===== config.mk =====
export PLATFORM = sky130hd
export DESIGN_NAME = io_word_collector_distributor
export DESIGN_NICKNAME = d
export VERILOG_FILES = /design/src/rtl/io_word_pkg.sv /design/src/rtl/word_fifo.sv /design/src/rtl/io_word_collector_distributor.sv
export SDC_FILE = /design/constraint.sdc
export NUM_CORES = 1
export LEC_CHECK = 0
export ABC_AREA = 1
export BUFFER_PORTS_ARGS = -buffer_cell sky130_fd_sc_hd__buf_2
export CAP_MARGIN = 20
export CORE_ASPECT_RATIO = 2
export CORE_MARGIN = 2
export CORE_UTILIZATION = 45
export DETAILED_ROUTE_END_ITERATION = 6
export HOLD_SLACK_MARGIN = 0.12
export PLACE_DENSITY = 0.65
export SYNTH_ARGS = -nofsm -noshare
export SYNTH_HDL_FRONTEND = slang
export SYNTH_HIERARCHICAL = 1
export SYNTH_SLANG_ARGS = --single-unit

===== constraint.sdc =====
create_clock -name clock -period 10.2 [get_ports clock]
set_clock_uncertainty 0.2 [all_clocks]
set_input_delay 1.02 -clock clock [delete_from_list [all_inputs] [get_ports clock]]
set_output_delay 1.02 -clock clock [all_outputs]
set_load 0.005 [all_outputs]

===== src/rtl/io_word_pkg.sv =====
/*
  Shared constants and word layout for the input word collector and
  output word distributor. Assumes an 18-bit machine word whose bit 0
  is the most significant and sits at the top of the packed vector.
*/
package io_word_pkg;

  // Word geometry
  localparam int WORD_W = 18;
  localparam int HALF_W = 9;

  // Channel counts, standard collector and expansion groups
  localparam int STD_CHANNELS     = 7;
  localparam int EXP_FIRST_CHANS  = 6;
  localparam int EXP_GROUP_CHANS  = 7;
  localparam int EXP_SLICES_GROUP = 18;

  // Channel slots, zero based (channel 1 is slot 0)
  localparam int CH_READER  = 0;
  localparam int CH_STATUS  = 1;
  localparam int CH_FREE_LO = 2;
  localparam int CH_FREE_N  = 3;
  localparam int CH_TTY     = 5;
  localparam int CH_STEP    = 6;
  localparam int CH_EXP_HUB = 2;

  // Fixed field widths inside the dedicated channels
  localparam int STATUS_BITS   = 9;
  localparam int TTY_OPEN_BITS = 10;
  localparam int TTY_CHAR_BITS = 8;
  localparam int STEP_OPEN     = 12;
  localparam int STEP_BITS     = 6;

  // Transfer code of the status read instruction, octal 0314
  localparam logic [11:0] STATUS_READ_CODE = 12'h0CC;

  // Reset values and buffering
  localparam logic [WORD_W-1:0] ACC_RESET = 18'h00000;
  localparam int FIFO_DEPTH = 4;

  // One machine word: upper half is bits 0-8, lower half bits 9-17
  typedef struct packed {
    logic [HALF_W-1:0] upper;
    logic [HALF_W-1:0] lower;
  } word_s;

  localparam word_s WORD_ZERO = '{upper: 9'h000, lower: 9'h000};

endpackage : io_word_pkg


===== src/rtl/word_fifo.sv =====
/*
  Small synchronous FIFO with valid/ready on both sides. Assumes one
  clock and that DEPTH is a power of two of at least two.
*/
`timescale 1ns/1ps
module word_fifo #(
  parameter int WIDTH = 18,
  parameter int DEPTH = 4
) (
  input  wire logic             clock,
  input  wire logic             rst,
  input  wire logic [WIDTH-1:0] in_data,
  input  wire logic             in_valid,
  output logic                  in_ready,
  output logic      [WIDTH-1:0] out_data,
  output logic                  out_valid,
  input  wire logic             out_ready
);

  localparam int AW = $clog2(DEPTH);

  logic [WIDTH-1:0] mem_q [DEPTH];
  logic [AW:0]      wr_ptr_q;
  logic [AW:0]      rd_ptr_q;
  wire              push;
  wire              pop;
  wire              ptr_wrap;

  // Full when pointers differ only in the wrap bit
  assign ptr_wrap  = wr_ptr_q[AW] != rd_ptr_q[AW];
  assign in_ready  = !(ptr_wrap && wr_ptr_q[AW-1:0] == rd_ptr_q[AW-1:0]);
  assign out_valid = wr_ptr_q != rd_ptr_q;
  assign push      = in_valid && in_ready;
  assign pop       = out_valid && out_ready;
  assign out_data  = mem_q[rd_ptr_q[AW-1:0]];

  // Storage has no reset; only pointers define content
  always_ff @(posedge clock) begin
    if (push) begin
      mem_q[wr_ptr_q[AW-1:0]] <= in_data;
    end
  end

  // Pointer update
  always_ff @(posedge clock or posedge rst) begin
    if (rst) begin
      wr_ptr_q <= '0;
      rd_ptr_q <= '0;
    end else begin
      wr_ptr_q <= wr_ptr_q + (AW+1)'(push);
      rd_ptr_q <= rd_ptr_q + (AW+1)'(pop);
    end
  end

endmodule // word_fifo


===== src/rtl/io_word_collector_distributor.sv =====
/*
  Input word collector and output word distributor around the main
  accumulator. Peripheral pins (data and transfer pulses) come from
  outside the clock domain; processor controls are on the same clock.
  A collected word waits in a four-word FIFO until the processor side
  accepts it into the accumulator.
*/
// Notes on behaviour
// - Channel word: upper bits 0-8, lower 9-17
// - Each bit ANDed with its channel enable
// - One transfer pulse gates the whole word
// - Channels ORed per bit, setting accumulator bits
// - Channel 1 carries the tape reader word
// - Channel 2 first nine bits: status
// - Channels 3 to 5 free for peripherals
// - Channel 6 last eight bits: teleprinter
// - Channel 7 last six bits: step counter
// - First expansion rides one channel, adds six
// - Each further group adds seven channels
// - Eighteen buffered accumulator output lines
// - Outputs static; peripheral strobes them itself
// - Stored 0 at minus level, 1 at ground
`timescale 1ns/1ps
module io_word_collector_distributor #(
  parameter int EXP_GROUPS = 0,
  parameter int FIFO_DEPTH = io_word_pkg::FIFO_DEPTH,
  localparam int EXP_CH = (EXP_GROUPS == 0) ? 0 :
    io_word_pkg::EXP_FIRST_CHANS +
    io_word_pkg::EXP_GROUP_CHANS * (EXP_GROUPS - 1),
  localparam int EXP_PORTS = (EXP_CH == 0) ? 1 : EXP_CH
) (
  input  wire logic                       clock,
  input  wire logic                       rst,
  input  wire io_word_pkg::word_s         tape_reader_buffer,
  input  wire logic [8:0]                 io_status_read,
  input  wire logic [8:0]                 status_lower_aux,
  input  wire io_word_pkg::word_s         free_word [3],
  input  wire logic [9:0]                 tty_open_bits,
  input  wire logic [7:0]                 tty_char,
  input  wire logic [11:0]                step_open_bits,
  input  wire logic [5:0]                 multiply_step_counter,
  input  wire io_word_pkg::word_s         exp_word [EXP_PORTS],
  input  wire logic [6:0]                 io_transfer_pulse,
  input  wire logic [EXP_PORTS-1:0]       exp_transfer_pulse,
  output logic                            collector_ready,
  output logic                            collect_overrun_q,
  input  wire logic                       acc_accept,
  output logic                            word_pending,
  input  wire logic                       acc_clear,
  input  wire logic                       acc_load,
  input  wire io_word_pkg::word_s         acc_load_data,
  output io_word_pkg::word_s              main_accumulator,
  output logic [17:0]                     buffered_accumulator_out
);

  localparam int N_CH = io_word_pkg::STD_CHANNELS + EXP_CH;

  // Raw channel words and pulses before synchronising
  io_word_pkg::word_s ch_raw [N_CH];
  logic [N_CH-1:0]    pulse_raw;

  // Fixed channel use of the standard collector
  assign ch_raw[io_word_pkg::CH_READER] = tape_reader_buffer;
  assign ch_raw[io_word_pkg::CH_STATUS] =
    '{upper: io_status_read, lower: status_lower_aux};
  assign ch_raw[io_word_pkg::CH_TTY] =
    io_word_pkg::word_s'({tty_open_bits, tty_char});
  assign ch_raw[io_word_pkg::CH_STEP] =
    io_word_pkg::word_s'({step_open_bits, multiply_step_counter});
  assign pulse_raw[io_word_pkg::STD_CHANNELS-1:0] = io_transfer_pulse;

  // Open channels 3, 4 and 5 pass straight through
  genvar gf;
  generate
    for (gf = 0; gf < io_word_pkg::CH_FREE_N; gf++) begin : g_free
      assign ch_raw[io_word_pkg::CH_FREE_LO + gf] = free_word[gf];
    end
  endgenerate

  // Expansion channels follow the standard seven
  genvar ge;
  generate
    for (ge = 0; ge < EXP_CH; ge++) begin : g_exp
      assign ch_raw[io_word_pkg::STD_CHANNELS + ge] = exp_word[ge];
      assign pulse_raw[io_word_pkg::STD_CHANNELS + ge] =
        exp_transfer_pulse[ge];
    end
  endgenerate

  // Two-stage synchronisers; stage one feeds only stage two
  io_word_pkg::word_s ch_s1_q [N_CH];
  io_word_pkg::word_s ch_s2_q [N_CH];
  logic [N_CH-1:0]    pulse_s1_q;
  logic [N_CH-1:0]    pulse_s2_q;
  logic [N_CH-1:0]    pulse_s3_q;

  // Data and pulse cross with equal delay, so a pulse held over a
  // few clocks sees its data already settled
  always_ff @(posedge clock or posedge rst) begin
    if (rst) begin
      for (int i = 0; i < N_CH; i++) begin
        ch_s1_q[i] <= io_word_pkg::WORD_ZERO;
        ch_s2_q[i] <= io_word_pkg::WORD_ZERO;
      end
    end else begin
      for (int i = 0; i < N_CH; i++) begin
        ch_s1_q[i] <= ch_raw[i];
        ch_s2_q[i] <= ch_s1_q[i];
      end
    end
  end

  // Pulse synchroniser plus a third stage for edge detection
  always_ff @(posedge clock or posedge rst) begin
    if (rst) begin
      pulse_s1_q <= '0;
      pulse_s2_q <= '0;
      pulse_s3_q <= '0;
    end else begin
      pulse_s1_q <= pulse_raw;
      pulse_s2_q <= pulse_s1_q;
      pulse_s3_q <= pulse_s2_q;
    end
  end

  // Per channel bit gates: data AND shared channel enable
  logic [17:0] gated [N_CH];
  genvar gc;
  generate
    for (gc = 0; gc < N_CH; gc++) begin : g_gate
      assign gated[gc] = ch_s2_q[gc] & {18{pulse_s2_q[gc]}};
    end
  endgenerate

  // Expansion merges onto the slot of channel 3 as one wired input
  logic [17:0] exp_merged;
  always_comb begin
    exp_merged = 18'h00000;
    for (int i = io_word_pkg::STD_CHANNELS; i < N_CH; i++) begin
      exp_merged = exp_merged | gated[i];
    end
  end

  // Bitwise OR of all standard slots plus the expansion
  logic [17:0] merged_bits;
  always_comb begin
    merged_bits = 18'h00000;
    for (int i = 0; i < io_word_pkg::STD_CHANNELS; i++) begin
      if (i == io_word_pkg::CH_EXP_HUB) begin
        merged_bits = merged_bits | gated[i] | exp_merged;
      end else begin
        merged_bits = merged_bits | gated[i];
      end
    end
  end

  // A new transfer starts on any rising pulse edge
  wire                 pulse_rise = |(pulse_s2_q & ~pulse_s3_q);
  io_word_pkg::word_s  merged_word;
  io_word_pkg::word_s  fifo_word;
  wire                 fifo_in_ready;
  wire                 fifo_valid;
  wire                 take_word;

  assign merged_word     = io_word_pkg::word_s'(merged_bits);
  assign collector_ready = fifo_in_ready;
  assign word_pending    = fifo_valid;

  // Load has priority; a word waits rather than being mixed into it
  assign take_word = fifo_valid && acc_accept && !acc_load;

  word_fifo #(
    .WIDTH (io_word_pkg::WORD_W),
    .DEPTH (FIFO_DEPTH)
  ) u_fifo (
    .clock     (clock),
    .rst       (rst),
    .in_data   (merged_word),
    .in_valid  (pulse_rise),
    .in_ready  (fifo_in_ready),
    .out_data  (fifo_word),
    .out_valid (fifo_valid),
    .out_ready (take_word)
  );

  // Sticky overrun: a transfer arrived while the FIFO was full.
  // Cleared only by reset, as pins give no way to acknowledge it.
  always_ff @(posedge clock or posedge rst) begin
    if (rst) begin
      collect_overrun_q <= 1'b0;
    end else if (pulse_rise && !fifo_in_ready) begin
      collect_overrun_q <= 1'b1;
    end
  end

  // Accumulator next value: clear and set in one cycle, set wins
  io_word_pkg::word_s acc_q;
  io_word_pkg::word_s acc_d;
  wire         [17:0] acc_base;

  assign acc_base = acc_clear ? 18'h00000 : acc_q;
  assign acc_d = acc_load  ? acc_load_data :
                 take_word ? io_word_pkg::word_s'(acc_base | fifo_word) :
                 io_word_pkg::word_s'(acc_base);

  always_ff @(posedge clock or posedge rst) begin
    if (rst) begin
      acc_q <= io_word_pkg::ACC_RESET;
    end else begin
      acc_q <= acc_d;
    end
  end

  // Static levels straight from the accumulator flops; 1 = ground,
  // 0 = negative level at the connector driver
  assign main_accumulator         = acc_q;
  assign buffered_accumulator_out = acc_q;

  // Checks
  logic [N_CH-1:0] only_mask;
  assign only_mask = pulse_s2_q;

  // Expansion channels reach the merge through the channel 3 slot
  generate
    if (EXP_CH > 0) begin : g_exp_chk

    end
  endgenerate
endmodule // io_word_collector_distributor


==> qor.yml, run 1 <==
place:
  gp_congestion: 0.760
  hpwl_um: 13200
  io_buffers: 194
  place_worst_setup_slack_ns: 7.13
sta:
  final_max_slew_viol_count: 0
  rsz0062_at_grt: "false"
  max_freq_mhz: 313
  hold_violations: 0
  worst_pin_slew_ns: 0.994
  finalCriticalPeriod_ns: 3.19
  setup_viol: 0
  worst_slack_ns: 7.01
  fin_crit_sh: 0.313
  setup_tns_ns: 0
  slew_headroom: 0.337
grt:
  grt_pass1_vias: 6322
  grt_max_degree: 142
  antenna_found_initial: 0
  busiest_layer: "met2"
  met3_usage: 0.0205
  grt_use_total: 0.153
  grt-ovfl-total: 0
  grt_pass1_wl_um: 33100
  grt_use_met2: 0.264
  grt.met1_usage: 0.202
clocking:
  htree_levels: 1
  cts_setup_buffers: 0
  cts_inserted_buffers: 29
  cts_buffer_depth: 3
  clk_pin_slew_worst_paths_ns: 0.07
  cts-resized-gates: 0
  cts_num_sinks: 370
  cts-root-buf: "clkbuf_16"
  clk_latency_ns: 0.55
  cts_hold_buf: 0
  cts_tree: "done"
power_and_ir_drop:
  switching_power_mw: 0.870
  irDropWorstVdd_mv: 0.139
  p_int_mw: 2.44
  combPwrFrac: 0.145
  netSwitchingFraction: 0.263
  report.power.total_mw: 3.31
  p_per_area_nw_per_um2: 237
  pwr-share-clk: 0.333
  seqPwrFrac: 0.522
  power_leakage_nw: 6.31
logic_synthesis:
  synth_edf_count: 72
  ys_ff_latch: 370
  synth-async-reset-ratio: 0.805
  synthCells: 833
  syn_area_per_cell_um2: 14.2
  synth_top_flop_cell: "dfrtp_1"
  ys_seq_area_frac: 0.812
  ys_types: 27
  synth.cell_area_um2: 11800
  syn-num-nets: 1012
  ys_warn_count: 6
job:
  max_cap_viol_count: 0
cells_and_area:
  fillers: 2206
  utilization: 0.535
  diodes: 0
  area_growth_pct: 17.8
  layout-drive-gt1-share: 0.255
  nNetsFinal: 1203
worst_setup_path:
  slowest_stage: "dfrtp_1"
  cp_max_fo: 21
  cp_cell_sequence: "buf_4 > inv_2 > nand2_1 > nand2_1 > nand4_1 > buf_2"
  end_kind: "output port"
  path_delay_family: "buffers and inverters"
  start_kind: "flip-flop"
  arrival_ns: 1.97
  critPathKind: "flip-flop to output port"
  cpMostUsedCell: "nand2_1"
  critPathBufInv: 3
  crit_required_ns: 8.98
  max_stage_delay_ns: 0.37
outcome:
  status: "completed"
routing:
  ant_nets: 0
  dr.pass1.iters: 5
  via_per_inst: 4.57
  remaining_drc_errors: 0
  postRouteWirelength_um: 20600
  first_iter_violations: 311
  wl_per_cell_um: 14.8
  num_vias: 6354
floorplan:
  die_w_um: 119
  dieArea_um2: 27700
  num_rows: 84
  fp.coreArea_um2: 26100
  start_util: 0.454
  die_h_um: 233
  io-pin-count: 214
min_path:
  min_path_type: "flip-flop to flip-flop"
stage by stage:
step / hold slack [ns] / cell area [um2] / cells
2_1_floorplan: 0.131 / 11800 / 833
3_3_place_gp: 0.131 / 13000 / 1337
3_5_place_dp: 0.135 / 13000 / 1337
4_1_cts: 0.143 / 14000 / 1390
5_1_grt: 0.144 / 14000 / 1390
6_report: 0.142 / 14000 / 1390
kinds of logic after synthesis:
logic type                 share of synthesized area
adders and majority gates                    0.00422
buffers and inverters                         0.0377
AOI/OAI and AO/OA                             0.0463
xor gates and xnor gates                     0.00148
DFF                                            0.812
and+or+nand+nor                               0.0983
state kept, by name (all words and copies together) (netlist names):
register / count
collect_overrun_q: 1
u_fifo/wr_ptr_q: 3
only_mask: 7
ch_s2_q: 126
pulse_s1_q: 7
buffered_accumulator_out: 18
ch_s1_q: 126
u_fifo/rd_ptr_q: 3
u_fifo/mem_q: 72
pulse_s3_q: 7
final cells by class:
class	instances	area (um2)	area share
clock buffers	38	832	0.0596
clock inverters	15	129	0.00924
inverters	21	93.8	0.00673
multi-input cells	395	1780	0.128
flip-flops and latches	370	9620	0.689
well taps	344	430	0.0308
repair buffers	207	1070	0.0766
layer usage:
metal,share of wire,wire length [um]
met2,0.50,10400
met1,0.42,8720
met5,0,0
met3,0.052,1070
met4,0.021,431
power groups by stage:
stage,Sequential (mW),Clock (mW),Combinational [mW]
after global placement,1.75,0,0.472
after floorplan,1.75,0,0.340
after CTS,1.73,1.13,0.490
after global routing,1.74,1.19,0.544
final,1.73,1.10,0.479
after detailed placement,1.76,0,0.489
synth_stat cells, types with 3 or more instances:
cell      instances  share of area
a21oi_1          50          0.021
and3_1            6         0.0032
buf_2            11         0.0046
buf_4            24          0.015
buf_6            10         0.0095
dfrtp_1         298           0.63
edfxtp_1         72           0.18
ha_1              4         0.0042
inv_1            17         0.0054
nand2_1         183          0.058
nand2_4           3         0.0029
nand3_1          10         0.0042
nand4_1           9         0.0048
nor2_1           69          0.022
o21ai_0          34          0.014
o21ai_1           3         0.0013
o22ai_1          18         0.0095
path summary, 6_finish.rpt:
path | from | to | slack (ns) | cells past startpoint
max in group asynchronous | rst | ch_s2_q[73]$_DFF_PP0_ | 7.83 | 3
max reg2reg | u_fifo/rd_ptr_q[0]$_DFF_PP0_ | u_fifo/rd_ptr_q[2]$_DFF_PP0_ | 7.59 | 12
min reg2reg | ch_s1_q[63]$_DFF_PP0_ | ch_s2_q[63]$_DFF_PP0_ | 0.14 | 0
min | ch_s1_q[63]$_DFF_PP0_ | ch_s2_q[63]$_DFF_PP0_ | 0.14 | 0
min in group asynchronous | rst | u_fifo/wr_ptr_q[0]$_DFF_PP0_ | 0.22 | 2
max | u_fifo/rd_ptr_q[1]$_DFF_PP0_ | word_pending | 7.01 | 6
cells in the final DEF (no fill, tap or decap), types with 4 or more instances in the layout:
cell type and count:
a21oi_1 50, clkbuf_1 4, nor2_1 69, and3_1 6, nand3_1 10, ha_1 4
o22ai_1 18, nand2_1 183, buf_4 13, nand4_1 9, buf_2 194, edfxtp_1 72
inv_1 16, clkinv_4 5, clkinv_2 5, o21ai_0 34, dfrtp_1 298, clkbuf_16 31
No activity file was read; power rests on OpenSTA's default activity.
==> run 2: changes to the inputs <==
Settings changed: PLACE_DENSITY 0.65 to 0.67.
Clock period 10.2 ns to 2.6 ns, I/O delays scaled along.
==> qor.yml, run 2 (same netlist as run 1, synthesis figures left out) <==
cells_and_area:
  fillers: 1958  # -11%
  nNetsFinal: 1389  # +15%
  utilization: 0.607  # +0.0716
  final_common_cell: "dfrtp_1"
  area_growth_pct: 33.5
  layout-drive-gt1-share: 0.224  # -0.0315
  stdcell_area_um2: 15800  # +13%
  fin_cells: 1573  # +13%
  diodes: 0  # unchanged
  final_cell_mix: "dfrtp_1, buf_2, nand2_1"
worst_setup_path:
  start_kind: "flip-flop"
  critPathKind: "flip-flop to flip-flop"
  arrival_ns: 2.62  # +0.65 ns
  max_stage_delay_ns: 0.57  # +0.20 ns
  slowest_stage: "dlygate4sd3_1"
  cp_max_fo: 37  # +76%
  end_kind: "flip-flop"
  path_delay_family: "simple AND/OR/NAND/NOR gates"
  crit_required_ns: 2.89  # -6.09 ns
  cp_cell_sequence: "inv_6 > nand2_4 > nand2_4 > nand4_1 > nand2_2 > nor2_4 > nand2_1 > a21oi_1 > dlygate4sd3_1"
  cpMostUsedCell: "nand2_4"
  critPathBufInv: 2  # -1
routing:
  via_per_inst: 4.62  # +1.2%
  num_vias: 7275  # +14%
  dr.pass1.iters: 4  # -1
  remaining_drc_errors: 0  # unchanged
  postRouteWirelength_um: 25400  # +23%
  ant_nets: 0  # unchanged
  first_iter_violations: 276  # -11%
  wl_per_cell_um: 16.1  # +9.0%
clocking:
  cts-root-buf: "clkbuf_16"
  cts_setup_buffers: 0  # unchanged
  cts_hold_buf: 175  # +175
  cts_tree: "done"
  cts_num_sinks: 370  # unchanged
  htree_levels: 1  # unchanged
  clk_latency_ns: 0.55  # about the same
  cts_buffer_depth: 3  # unchanged
  cts-resized-gates: 0  # unchanged
  clk_pin_slew_worst_paths_ns: 0.07  # about the same
  cts_inserted_buffers: 29  # unchanged
power_and_ir_drop:
  irDropWorstVdd_mv: 0.685  # +390%
  combPwrFrac: 0.163  # +0.018
  netSwitchingFraction: 0.261  # -0.00195
  power_leakage_nw: 7.10  # +13%
  pwr-share-clk: 0.329  # -0.004
  p_int_mw: 9.88  # +310%
  p_per_area_nw_per_um2: 845  # +260%
  report.power.total_mw: 13.4  # +300%
  seqPwrFrac: 0.508  # -0.014
  switching_power_mw: 3.49  # +300%
min_path:
  min_path_type: "input pin to flip-flop"
sta:
  final_max_slew_viol_count: 0  # unchanged
  rsz0062_at_grt: "false"
  setup_viol: 0  # unchanged
  max_freq_mhz: 429
  worst_pin_slew_ns: 0.614  # -0.380 ns
  fin_crit_sh: 0.897
  hold_violations: 0  # unchanged
  finalCriticalPeriod_ns: 2.33
  worst_slack_ns: 0.269  # -6.74 ns
  finalHoldWorstSlack_ns: 0.144  # +0.00194 ns
  slew_headroom: 0.590  # +0.253
  setup_tns_ns: 0  # unchanged
place:
  hpwl_um: 13900  # +4.8%
  io_buffers: 194  # unchanged
  place_worst_setup_slack_ns: 0.411  # -6.72 ns
  dpl.cell_count: 1348  # +0.82%
  dpl_cell_area_um2: 13100  # +0.90%
  gp_congestion: 0.741  # -2.6%
floorplan:
  start_util: 0.454  # unchanged
  die_w_um: 119  # unchanged
  num_rows: 84  # unchanged
  io-pin-count: 214  # unchanged
  fp.coreArea_um2: 26100  # unchanged
  die_h_um: 233  # unchanged
  dieArea_um2: 27700  # unchanged
grt:
  grt_use_total: 0.192  # +0.0388
  grt-ovfl-total: 0  # unchanged
  grt_max_degree: 83  # -42%
  grt_pass1_wl_um: 41000  # +24%
  grt_pass1_vias: 8110  # +28%
  antenna_found_initial: 0  # unchanged
outcome:
  status: "completed"
job:
  max_cap_viol_count: 0  # unchanged
-- run 2: path summary, 6_finish.rpt --
kind                                               from                                endpoint  slack, ns  cells after the start
hold reg to reg                   ch_s1_q[64]$_DFF_PP0_                   ch_s2_q[64]$_DFF_PP0_       0.15                      0
setup / recovery           u_fifo/rd_ptr_q[0]$_DFF_PP0_  buffered_accumulator_out[11]$_DFF_PP0_       0.27                      9
setup reg to reg           u_fifo/rd_ptr_q[0]$_DFF_PP0_  buffered_accumulator_out[11]$_DFF_PP0_       0.27                      9
hold / removal                   tape_reader_buffer[10]                  ch_s1_q[118]$_DFF_PP0_       0.14                      2
min in group asynchronous                           rst                   ch_s1_q[70]$_DFF_PP0_       0.15                      3
max in group asynchronous                           rst                   ch_s1_q[76]$_DFF_PP0_       1.26                      4
-- run 2: power by group through the flow --
stage / logic, mW / clock network, mW / registers [mW]
4_1_cts: 2.18 / 4.47 / 6.79
3_3_place_gp: 1.88 / 0 / 6.88
6_report: 2.18 / 4.40 / 6.79
5_1_grt: 2.45 / 4.73 / 6.85
2_1_floorplan: 1.34 / 0 / 6.87
3_5_place_dp: 1.93 / 0 / 6.91
-- run 2: layer usage --
metal / part of all wire / track usage / up-vias
met5: 0 / 0 / -
met4: 0.028 / 0.0751 / 0
met3: 0.045 / 0.0288 / 47
met2: 0.53 / 0.347 / 226
met1: 0.40 / 0.228 / 3545
li1: - / - / 3457
-- run 2: final cells by class --
class	instances	area (um2)	share of cell area
Multi-Input combinational cell	395	1780	0.113
Inverter	21	90.1	0.00569
Clock buffer	41	885	0.0559
Clock inverter	9	75.1	0.00475
Timing Repair Buffer	393	2940	0.186
Sequential cell	370	9620	0.608
Tap cell	344	430	0.0272
-- run 2: worst reg2reg max path, delay by kind of cell (launching register included) --
family / cells / cell delay (ns)
AO/OA/AOI/OAI: 1 / 0.15
buffers and inverters: 2 / 0.71
flip-flops: 1 / 0.44
AND/OR/NAND/NOR: 6 / 0.78
==> run 3: changes to the inputs <==
Settings changed: CORE_UTILIZATION 45 to 49, PLACE_DENSITY 0.67 to 0.72.
==> qor.yml, run 3 (same netlist as run 1, synthesis figures left out) <==
floorplan:
  io-pin-count: 214  # unchanged
  dieArea_um2: 25500  # -8.0%
  num_rows: 80  # -4.8%
  die_h_um: 224  # -4.1%
  start_util: 0.497  # +0.0428
  die_w_um: 114  # -4.0%
  fp.coreArea_um2: 23800  # -8.6%
worst_setup_path:
  critPathKind: "flip-flop to flip-flop"
  arrival_ns: 2.59  # -0.03 ns
  cp_cell_sequence: "buf_4 > o21ai_0 > o22ai_1 > nand2_1 > a21oi_1 > dlygate4sd3_1"
  critPathBufInv: 2  # unchanged
  path_delay_family: "buffers and inverters"
  max_stage_delay_ns: 0.55  # -0.02 ns
  crit_required_ns: 2.89  # about the same
  start_kind: "flip-flop"
  cp_max_fo: 36  # -2.7%
  end_kind: "flip-flop"
  slowest_stage: "dlygate4sd3_1"
place:
  io_buffers: 194  # unchanged
  hpwl_um: 16500  # +19%
  gp_congestion: 0.828  # +12%
  place_worst_setup_slack_ns: 0.340  # -0.0709 ns
power_and_ir_drop:
  p_per_area_nw_per_um2: 854  # +1.1%
  report.power.total_mw: 13.5  # +1.3%
  irDropWorstVdd_mv: 0.722  # +5.4%
  power_leakage_nw: 7.15  # +0.63%
sta:
  final_max_slew_viol_count: 0  # unchanged
  slew_headroom: 0.356  # -0.234
  worst_pin_slew_ns: 0.967  # +0.353 ns
  fin_crit_sh: 0.887  # -0.00997
  setup_viol: 0  # unchanged
  max_freq_mhz: 434  # +1.1%
  finalCriticalPeriod_ns: 2.30  # -0.0259 ns
  hold_violations: 0  # unchanged
  rsz0062_at_grt: "false"
  worst_slack_ns: 0.295  # +0.0259 ns
clocking:
  cts_buffer_depth: 3  # unchanged
  clk_latency_ns: 0.56  # about the same
  clk_pin_slew_worst_paths_ns: 0.07  # about the same
  cts-root-buf: "clkbuf_16"
  cts_num_sinks: 370  # unchanged
  cts-resized-gates: 0  # unchanged
  cts_tree: "done"
  cts_inserted_buffers: 29  # unchanged
  htree_levels: 1  # unchanged
routing:
  first_iter_violations: 391  # +42%
  wl_met2_um: 16900  # +26%
  dr.pass1.iters: 7  # +3
  route.met3.wl_um: 946  # -17%
  remaining_drc_errors: 0  # unchanged
  postRouteWirelength_um: 28200  # +11%
  wl_met1_um: 9010  # -10%
  num_vias: 7490  # +3.0%
  ant_nets: 0  # unchanged
  via_per_inst: 4.92  # +6.4%
  dr.max_layer_used: "met4"
  wl_per_cell_um: 18.5  # +15%
cells_and_area:
  final_cell_mix: "dfrtp_1, buf_2, nand2_1"
  final_common_cell: "dfrtp_1"
  fillers: 1604  # -18%
  area_growth_pct: 33.9
  nNetsFinal: 1391  # +0.14%
  layout-drive-gt1-share: 0.233  # +0.00901
grt:
  grt_max_degree: 52  # -37%
  grt_use_total: 0.226  # +0.0342
  grt_pass1_wl_um: 42900  # +4.6%
  grt_pass1_vias: 8263  # +1.9%
  antenna_found_initial: 2  # +2
  grt-ovfl-total: 0  # unchanged
outcome:
  status: "completed"
job:
  max_cap_viol_count: 0  # unchanged
min_path:
  min_path_type: "flip-flop to flip-flop"
[run 3: cell count changes in the layout (fill, tap and decap cells not counted)]
cell,delta
diode_2,+2
bufinv_16,+1
inv_4,-1
clkbuf_8,-3
buf_12,+5
inv_6,+2
dlygate4sd3_1,-4
clkinv_4,+1
inv_8,+1
buf_4,+1
clkinv_2,+1
nor2_1,-4
nor2_2,+4
[run 3: layout make-up]
class | count | area [um2] | share of cell area
diodes | 2 | 5.00 | 0.000316
inverters | 21 | 90.1 | 0.00568
repair buffers | 395 | 3010 | 0.190
flip-flops and latches | 370 | 9620 | 0.607
multi-input cells | 395 | 1790 | 0.113
well taps | 287 | 359 | 0.0226
clock buffers | 38 | 843 | 0.0532
clock inverters | 14 | 141 | 0.00892
[run 3: layer usage]
metal / vias to the layer above / GRT usage
met5: - / 0
met4: 0 / 0.107
met3: 70 / 0.0235
met2: 241 / 0.458
met1: 3719 / 0.216
li1: 3460 / -
[run 3: metrics by stage]
stage               utilization  cells  hold WS (ns)  instance area [um2]  setup TNS [ns]
global route              0.666   1522         0.143                15900               0
floorplan                     -    833        -0.149                11900         -506.67
finish                    0.666   1522         0.143                15900               0
global placement          0.551   1296        0.0213                13100               0
CTS                       0.665   1519         0.124                15800               0
detailed placement        0.551   1296        0.0292                13100               0
[run 3: path summary, 6_finish.rpt]
| path | slack, ns | cells past startpoint | endpoint | start |
|---|---|---|---|---|
| max reg2reg | 0.30 | 6 | buffered_accumulator_out[1]$_DFF_PP0_ | u_fifo/rd_ptr_q[0]$_DFF_PP0_ |
| min | 0.14 | 0 | ch_s2_q[12]$_DFF_PP0_ | ch_s1_q[12]$_DFF_PP0_ |
| min reg2reg | 0.14 | 0 | ch_s2_q[12]$_DFF_PP0_ | ch_s1_q[12]$_DFF_PP0_ |
| max in group asynchronous | 1.13 | 4 | ch_s1_q[12]$_DFF_PP0_ | rst |
| max | 0.30 | 6 | buffered_accumulator_out[1]$_DFF_PP0_ | u_fifo/rd_ptr_q[0]$_DFF_PP0_ |
| min in group asynchronous | 0.27 | 3 | ch_s1_q[46]$_DFF_PP0_ | rst |
[run 3: power breakdown]
| group | total, mW | internal [mW] | switching, mW |
|---|---|---|---|
| Combinational | 2.24 | 0.872 | 1.36 |
| Clock | 4.51 | 2.51 | 2.00 |
| Sequential | 6.80 | 6.59 | 0.217 |
[run 3: timing repair]
| item | CTS | global route |
|---|---|---|
| endpoints found under the setup margin | 0 | 4 |
| hold buffers | 171 | 0 |
| hold endpoints to repair | 178 | 0 |
| buffers inserted | 0 | 1 |
[run 3: worst reg2reg max path: cells and delay by family (launching register included)]
family                 cells  cell delay, ns
and+or+nand+nor            1            0.10
DFF                        1            0.46
buffers and inverters      2            0.93
AOI/OAI and AO/OA          3            0.55
